`src/hw/ppc_consts.vh`:
```
// Constants for the parallel port pin control block
`ifndef PPC_CONSTS_VH
`define PPC_CONSTS_VH

// Register byte offsets on the AXI4-Lite bus
`define PPC_OFS_CTRL        4'h0
`define PPC_OFS_STATUS      4'h4

// Control register field positions
`define PPC_BIT_BE_EN       10
`define PPC_BIT_WR_EN       9
`define PPC_BIT_RD_EN       8
`define PPC_BIT_CSF_HI      7
`define PPC_BIT_CSF_LO      6
`define PPC_BIT_ALP         5
`define PPC_BIT_UNIMP       4
`define PPC_BIT_CHIP_SELECT1_POLARITY        3

// Chip-select function code that makes pin 1 a chip select
`define PPC_CSF_CHIP_SEL    2'h2

// Control register reset value and writable-bit mask
`define PPC_CTRL_RESET      16'h0000
`define PPC_CTRL_WMASK      16'h07E8

// AXI response codes
`define PPC_RESP_OKAY       2'h0
`define PPC_RESP_DECERR     2'h3

`endif

```
`src/hw/ppc_pin_ctrl.v`:
```
// Parallel port pin control: control register over AXI4-Lite and pin shaping
//
// Function
// - Byte-enable pin undriven when its enable clear
// - Bit 9 enables the write/enable strobe pin
// - Bit 8 enables the read strobe pin
// - Chip-select function 10 makes pin 1 select
// - Bit 5 sets both address latch polarities
// - Bit 3 sets chip-select 1 polarity
// - Bit 4 reads zero, writes ignored
//
// Implementation choices: the AXI4-Lite interface to the registers and the register offsets.
`timescale 1ns/100ps
`include "ppc_consts.vh"
module ppc_pin_ctrl #(
    parameter ADDR_W = 4
) (
    input  wire              clk,
    input  wire              rst_b,
    // AXI4-Lite write address channel
    input  wire [ADDR_W-1:0] s_axi_awaddr,
    input  wire [2:0]        s_axi_awprot,
    input  wire              s_axi_awvalid,
    output reg               s_axi_awready,
    // AXI4-Lite write data channel
    input  wire [31:0]       s_axi_wdata,
    input  wire [3:0]        s_axi_wstrb,
    input  wire              s_axi_wvalid,
    output reg               s_axi_wready,
    // AXI4-Lite write response channel
    output reg  [1:0]        s_axi_bresp,
    output reg               s_axi_bvalid,
    input  wire              s_axi_bready,
    // AXI4-Lite read address channel
    input  wire [ADDR_W-1:0] s_axi_araddr,
    input  wire [2:0]        s_axi_arprot,
    input  wire              s_axi_arvalid,
    output reg               s_axi_arready,
    // AXI4-Lite read data channel
    output reg  [31:0]       s_axi_rdata,
    output reg  [1:0]        s_axi_rresp,
    output reg               s_axi_rvalid,
    input  wire              s_axi_rready,
    // Active-high strobe requests from the transfer engine, same clock
    input  wire              byte_enable_req,
    input  wire              write_strobe_req,
    input  wire              read_strobe_req,
    input  wire              chip_select1_req,
    input  wire              addr_latch_low_req,
    input  wire              addr_latch_high_req,
    input  wire              addr_latch_used,
    // Pin outputs with output enables
    output reg               byte_enable_pin,
    output reg               byte_enable_pin_oe,
    output reg               write_strobe_pin,
    output reg               write_strobe_pin_oe,
    output reg               read_strobe_pin,
    output reg               read_strobe_pin_oe,
    output reg               chip_select1_pin,
    output reg               chip_select1_pin_oe,
    output reg               addr_latch_low_strobe,
    output reg               addr_latch_high_strobe,
    output reg               addr_latch_oe
);

    wire              rst_sync_b;    // Synchronised reset for all logic
    reg  [15:0]       ctrl;          // Control register
    reg  [ADDR_W-1:0] aw_addr;       // Captured write address
    reg               aw_hold;       // Write address captured
    reg  [31:0]       w_data;        // Captured write data
    reg  [3:0]        w_strb;        // Captured byte strobes
    reg               w_hold;        // Write data captured
    reg  [15:0]       status;        // Live pin state as software sees it
    reg  [15:0]       byte_mask;     // Bits selected by the write strobes
    reg  [15:0]       rd_word;       // Read mux result
    reg               rd_hit;        // Read address is mapped

    // Decoded control fields
    wire       byte_enable_pin_en    = ctrl[`PPC_BIT_BE_EN];
    wire       write_strobe_pin_en   = ctrl[`PPC_BIT_WR_EN];
    wire       read_strobe_pin_en    = ctrl[`PPC_BIT_RD_EN];
    wire [1:0] chip_select_function  = ctrl[`PPC_BIT_CSF_HI:`PPC_BIT_CSF_LO];
    wire       addr_latch_polarity   = ctrl[`PPC_BIT_ALP];
    wire       chip_select1_polarity = ctrl[`PPC_BIT_CHIP_SELECT1_POLARITY];
    wire       cs1_is_select         = (chip_select_function == `PPC_CSF_CHIP_SEL);

    // Offsets at the bus address width, so word indices compare width for width
    localparam [ADDR_W-1:0] ctrl_ofs = `PPC_OFS_CTRL;
    localparam [ADDR_W-1:0] stat_ofs = `PPC_OFS_STATUS;

    // Address decode of the captured write and of the read request
    wire wr_is_ctrl = (aw_addr[ADDR_W-1:2] == ctrl_ofs[ADDR_W-1:2]);
    wire wr_is_stat = (aw_addr[ADDR_W-1:2] == stat_ofs[ADDR_W-1:2]);

    // Reset release through two flip-flops
    ppc_rst_sync u_rst_sync (
        .clk        (clk),
        .rst_b      (rst_b),
        .rst_sync_b (rst_sync_b)
    );

    // Byte lanes 0 and 1 cover the 16-bit control register
    always @* begin
        byte_mask = {{8{w_strb[1]}}, {8{w_strb[0]}}};
    end

    // Status word: pin enables and levels, low byte enables, high byte levels
    always @* begin
        status = {10'h000,
                  byte_enable_pin_oe, write_strobe_pin_oe, read_strobe_pin_oe,
                  chip_select1_pin_oe, addr_latch_oe, 1'b0};
        status[0] = 1'b0;
        status[15:8] = {2'h0, byte_enable_pin, write_strobe_pin, read_strobe_pin,
                        chip_select1_pin, addr_latch_low_strobe, addr_latch_high_strobe};
        status[7:0]  = {2'h0, byte_enable_pin_oe, write_strobe_pin_oe, read_strobe_pin_oe,
                        chip_select1_pin_oe, addr_latch_oe, 1'b0};
    end

    // Read mux; unimplemented control bits are never stored so read zero
    always @* begin
        rd_word = 16'h0000;
        rd_hit  = 1'b1;
        case (s_axi_araddr[ADDR_W-1:2])
            ctrl_ofs[ADDR_W-1:2]: begin
                rd_word = ctrl & `PPC_CTRL_WMASK;
            end
            stat_ofs[ADDR_W-1:2]: begin
                rd_word = status;
            end
            default: begin
                rd_hit = 1'b0;
            end
        endcase
    end

    // Write path: address and data taken in either order, then one response
    always @(posedge clk or negedge rst_sync_b) begin
        if (!rst_sync_b) begin
            s_axi_awready <= 1'b1;
            s_axi_wready  <= 1'b1;
            s_axi_bvalid  <= 1'b0;
            s_axi_bresp   <= `PPC_RESP_OKAY;
            aw_hold       <= 1'b0;
            w_hold        <= 1'b0;
            aw_addr       <= {ADDR_W{1'b0}};
            w_data        <= 32'h0000_0000;
            w_strb        <= 4'h0;
            ctrl          <= `PPC_CTRL_RESET;
        end else begin
            // Capture address; ready stays low until the response is taken
            if (s_axi_awvalid && s_axi_awready) begin
                aw_addr       <= s_axi_awaddr;
                aw_hold       <= 1'b1;
                s_axi_awready <= 1'b0;
            end
            // Capture data the same way
            if (s_axi_wvalid && s_axi_wready) begin
                w_data       <= s_axi_wdata;
                w_strb       <= s_axi_wstrb;
                w_hold       <= 1'b1;
                s_axi_wready <= 1'b0;
            end
            // Both halves present: commit and answer
            if (aw_hold && w_hold) begin
                aw_hold      <= 1'b0;
                w_hold       <= 1'b0;
                s_axi_bvalid <= 1'b1;
                if (wr_is_ctrl) begin
                    // Bit 4 and out-of-window bits are masked off here
                    ctrl <= (ctrl & ~byte_mask)
                          | (w_data[15:0] & byte_mask & `PPC_CTRL_WMASK);
                    s_axi_bresp <= `PPC_RESP_OKAY;
                end else if (wr_is_stat) begin
                    // Status is read-only; write accepted and dropped
                    s_axi_bresp <= `PPC_RESP_OKAY;
                end else begin
                    s_axi_bresp <= `PPC_RESP_DECERR;
                end
            end
            // Response taken: reopen both channels
            if (s_axi_bvalid && s_axi_bready) begin
                s_axi_bvalid  <= 1'b0;
                s_axi_awready <= 1'b1;
                s_axi_wready  <= 1'b1;
            end
        end
    end

    // Read path: one outstanding read, data registered
    always @(posedge clk or negedge rst_sync_b) begin
        if (!rst_sync_b) begin
            s_axi_arready <= 1'b1;
            s_axi_rvalid  <= 1'b0;
            s_axi_rdata   <= 32'h0000_0000;
            s_axi_rresp   <= `PPC_RESP_OKAY;
        end else begin
            if (s_axi_arvalid && s_axi_arready) begin
                s_axi_arready <= 1'b0;
                s_axi_rvalid  <= 1'b1;
                s_axi_rdata   <= {16'h0000, rd_word};
                s_axi_rresp   <= rd_hit ? `PPC_RESP_OKAY : `PPC_RESP_DECERR;
            end else if (s_axi_rvalid && s_axi_rready) begin
                s_axi_rvalid  <= 1'b0;
                s_axi_arready <= 1'b1;
            end
        end
    end

    // Pin shaping: enables gate the drivers, a clear polarity bit inverts the level
    // A disabled pin is released and its level parked low so nothing glitches
    always @(posedge clk or negedge rst_sync_b) begin
        if (!rst_sync_b) begin
            byte_enable_pin        <= 1'b0;
            byte_enable_pin_oe     <= 1'b0;
            write_strobe_pin       <= 1'b0;
            write_strobe_pin_oe    <= 1'b0;
            read_strobe_pin        <= 1'b0;
            read_strobe_pin_oe     <= 1'b0;
            chip_select1_pin       <= 1'b0;
            chip_select1_pin_oe    <= 1'b0;
            addr_latch_low_strobe  <= 1'b0;
            addr_latch_high_strobe <= 1'b0;
            addr_latch_oe          <= 1'b0;
        end else begin
            // Byte enable only as port function when enabled
            byte_enable_pin_oe  <= byte_enable_pin_en;
            byte_enable_pin     <= byte_enable_pin_en & byte_enable_req;
            // Write or enable strobe
            write_strobe_pin_oe <= write_strobe_pin_en;
            write_strobe_pin    <= write_strobe_pin_en & write_strobe_req;
            // Read or read/write strobe
            read_strobe_pin_oe  <= read_strobe_pin_en;
            read_strobe_pin     <= read_strobe_pin_en & read_strobe_req;
            // Chip select only in the select code; reserved codes release it
            chip_select1_pin_oe <= cs1_is_select;
            if (cs1_is_select) begin
                chip_select1_pin <= chip_select1_req ^ ~chip_select1_polarity;
            end else begin
                chip_select1_pin <= 1'b0;
            end
            // Both latch strobes share one polarity bit
            addr_latch_oe <= addr_latch_used;
            if (addr_latch_used) begin
                addr_latch_low_strobe  <= addr_latch_low_req ^ ~addr_latch_polarity;
                addr_latch_high_strobe <= addr_latch_high_req ^ ~addr_latch_polarity;
            end else begin
                addr_latch_low_strobe  <= 1'b0;
                addr_latch_high_strobe <= 1'b0;
            end
        end
    end

endmodule

```
`src/hw/ppc_rst_sync.v`:
```
// Reset release synchroniser for the parallel port pin control block
`timescale 1ns/100ps
module ppc_rst_sync (
    input  wire clk,
    input  wire rst_b,
    output reg  rst_sync_b
);

    reg meta_b;     // First stage, read only by the second

    // Assert at once, release after two edges to avoid a ragged release
    always @(posedge clk or negedge rst_b) begin
        if (!rst_b) begin
            meta_b     <= 1'b0;
            rst_sync_b <= 1'b0;
        end else begin
            meta_b     <= 1'b1;
            rst_sync_b <= meta_b;
        end
    end

endmodule

```
`config.mk`:
```
export PLATFORM = sky130hd
export DESIGN_NAME = ppc_pin_ctrl
export DESIGN_NICKNAME = d
export VERILOG_FILES = /design/src/hw/ppc_pin_ctrl.v /design/src/hw/ppc_rst_sync.v
export VERILOG_INCLUDE_DIRS = /design/src /design/src/hw
export SDC_FILE = /design/constraint.sdc
export NUM_CORES = 1
export LEC_CHECK = 0
export BUFFER_PORTS_ARGS = -buffer_cell sky130_fd_sc_hd__buf_2
export CAP_MARGIN = 20
export CORE_MARGIN = 2
export CORE_UTILIZATION = 40
export CTS_CLUSTER_SIZE = 12
export DETAILED_ROUTE_END_ITERATION = 10
export PLACE_DENSITY = 0.73
export SETUP_SLACK_MARGIN = 0.4
export SLEW_MARGIN = 15
export SYNTH_ARGS = -nofsm -noshare
export SYNTH_HDL_FRONTEND = slang
export SYNTH_SLANG_ARGS = --single-unit
```
`constraint.sdc`:
```
create_clock -name clk -period 1.9 [get_ports clk]
set_clock_uncertainty 0.05 [all_clocks]
set_input_delay 0 -clock clk [delete_from_list [all_inputs] [get_ports clk]]
set_output_delay 0 -clock clk [all_outputs]
set_load 0.02 [all_outputs]
```
==> flow_summary.ini <==
[grt]
grt_pass1_vias = 1360
track_usage = 0.143
grt_pass1_wl_mm = 6.55
antenna_found_initial = 0
grt-ovfl-total = 0
grt_max_degree = 52

[logic_synthesis]
synthCells = 153
ys_ff_latch = 53
synth_area_sq_um = 2120
avgSynthCellArea_sq_um = 13.8
ys_warn_count = 0
synth.distinct_cells = 21
synth_seq_area_share = 0.629

[setup_path]
cp.required_ns = 2.10
cp.arrival_ns = 1.62
endpoint_kind = flip-flop
critPathTopFamily = flip-flops
cp.depth = 2
path_class = flip-flop to flip-flop
critPathBufInv = 1
reg2reg_depth = 2
slowest_delay_ns = 0.59
path_max_fanout = 3
cp-start-kind = flip-flop
slowest_stage = dfstp_2
worstPathCellList = mux2i_1 -> dlygate4sd3_1

[clock_tree]
insertion_delay_ns = 0.30
postCtsSetupRepairBufs = 0
clkSinkCount = 53
path_clk_slew_ns = 0.09
h-tree-depth = 2
numCtsBuffers = 5
clockBufferDepth = 2
cts_root_buffer = clkbuf_8
cts_tree = built

[layout]
layout-drive-gt1-share = 0.400
area_growth_pct = 31.8
stdcell_area_sq_um = 2790
layout_commonest_cell = buf_2
final_cell_mix = buf_2 (59), dfrtp_1 (49), dlygate4sd3_1 (29), mux2_2 (20), conb_1 (20)
final_nets = 308
diodes = 0

[pwr]
sequentialPowerShare = 0.531
leakagePower_nw = 1.45
swShare = 0.327
vdd_drop_max_uv = 691
switchingPower_mw = 1.03
p_clk_frac = 0.194
p_int_mw = 2.12
powerDensity_nw_per_um2 = 1130
p_comb_frac = 0.275

[detailed_routing]
drtPass1Iterations = 4
final_antenna_net_count = 0
vias_per_cell = 4.42
wl_per_cell_um = 12.7
drc = 0
wirelength_mm = 4.01
num_vias = 1392
drtIter0Drc = 55

[outcome]
status = completed

[placed_design]
gp_congestion = 0.676
hpwl_mm = 2.65
placement.io_buffers = 59
dpl-instance-area_sq_um = 2410

[timing]
hold_viol_final = 0
drv_slew = 0
rsz0062_at_grt = no
period_needed_ns = 1.42
finalSetupViolations = 0
worst-slew-pin-transition_ns = 0.626
fmax_mhz = 706
relSlewSlack = 0.583
setup_tns_ns = 0
min_period_over_period = 0.746

[floorplan]
die_h_um = 76.7
row_count = 26
core_area_sq_um = 5110
start_util = 0.414
die-area_sq_um = 5890
fp.dieW_um = 76.7
boundaryPins = 116

[hold_path]
whs_path_depth = 3
min_path_type = primary input to flip-flop

[flow_run]
maxCapViolCount = 0
==> final cells by class <==
cell class              count  area, sq um
well taps                  70         87.6
clock inverters             3         17.5
multi-input cells          92          679
clock buffers               5         68.8
fillers                   460         2320
flip-flops and latches     53         1330
inverters                   3         11.3
repair buffers             89          593
==> final timing paths <==
| path | slack [ns] | start | end |
|---|---|---|---|
| worst max-delay path | 0.48 | s_axi_arready | s_axi_arready |
| worst min-delay path | 0.08 | s_axi_araddr[2] | s_axi_rdata[8] |
| worst max register to register | 0.48 | s_axi_arready | s_axi_arready |
| worst min register to register | 0.31 | u_rst_sync.meta_b | u_rst_sync.rst_sync_b |
| max in group asynchronous | 1.07 | u_rst_sync.rst_sync_b | w_data[6] |
| min in group asynchronous | 0.32 | u_rst_sync.rst_sync_b | addr_latch_high_strobe |
==> layer usage <==
layer,track usage,part of all wire,wire length (um)
met5,0,0,0
met4,0.0382,0.0077,31
met3,0.0541,0.077,307
met2,0.228,0.48,1940
met1,0.184,0.43,1730
==> cells in the mapped netlist (all sizes together) <==
cell type | instances | area share
nand2 | 11 | 0.022
nor2 | 1 | 0.0030
buf | 23 | 0.079
nor2b | 1 | 0.0030
xnor2 | 3 | 0.012
and2 | 6 | 0.018
dfrtp | 50 | 0.59
conb | 2 | 0.0035
nor3 | 1 | 0.0024
mux2 | 20 | 0.11
nor3b | 1 | 0.0089
mux2i | 9 | 0.043
o21ai | 8 | 0.019
inv | 3 | 0.0053
dfstp | 3 | 0.037
nand4 | 2 | 0.0089
or2 | 1 | 0.0041
a22o | 8 | 0.033
==> cells by family after synthesis <==
logic type,synth area share
compound gates,0.0520
xor+xnor,0.0124
buf+inv,0.0846
flops,0.629
mux,0.149
other cells,0.00355
simple gates,0.0698
==> worst min-delay path, cell delays in order <==
cell and delay (ns):
buf_2 0.17, mux2i_1 0.15, o21ai_0 0.08
==> repair_timing <==
action / 4_1_cts / 5_1_grt
endpoints found under the setup margin: 0 / 8
gates resized for setup: 0 / 1
hold endpoints to repair: 27 / 0
hold buffers: 29 / 0
==> power groups by stage <==
stage	clock (mW)	sequential, mW	combinational [mW]
2_1_floorplan	0	1.83	0.452
3_3_place_gp	0	1.68	0.797
3_5_place_dp	0	1.70	0.820
4_1_cts	0.633	1.68	0.877
5_1_grt	0.692	1.73	0.943
6_report	0.613	1.67	0.867
==> through the flow <==
step           utilization  power (mW)  hold WS (ns)  instances  setup WS (ns)
5_1_grt              0.546        3.36        0.0726        315          0.417
3_3_place_gp         0.471        2.48        -0.263        278          0.443
4_1_cts              0.545        3.19        0.0801        315          0.418
6_report             0.546        3.15        0.0811        315          0.483
2_1_floorplan            -        2.28        -0.346        171          0.591
3_5_place_dp         0.471        2.52        -0.260        278          0.441
No activity file was read; power rests on OpenSTA's default activity.
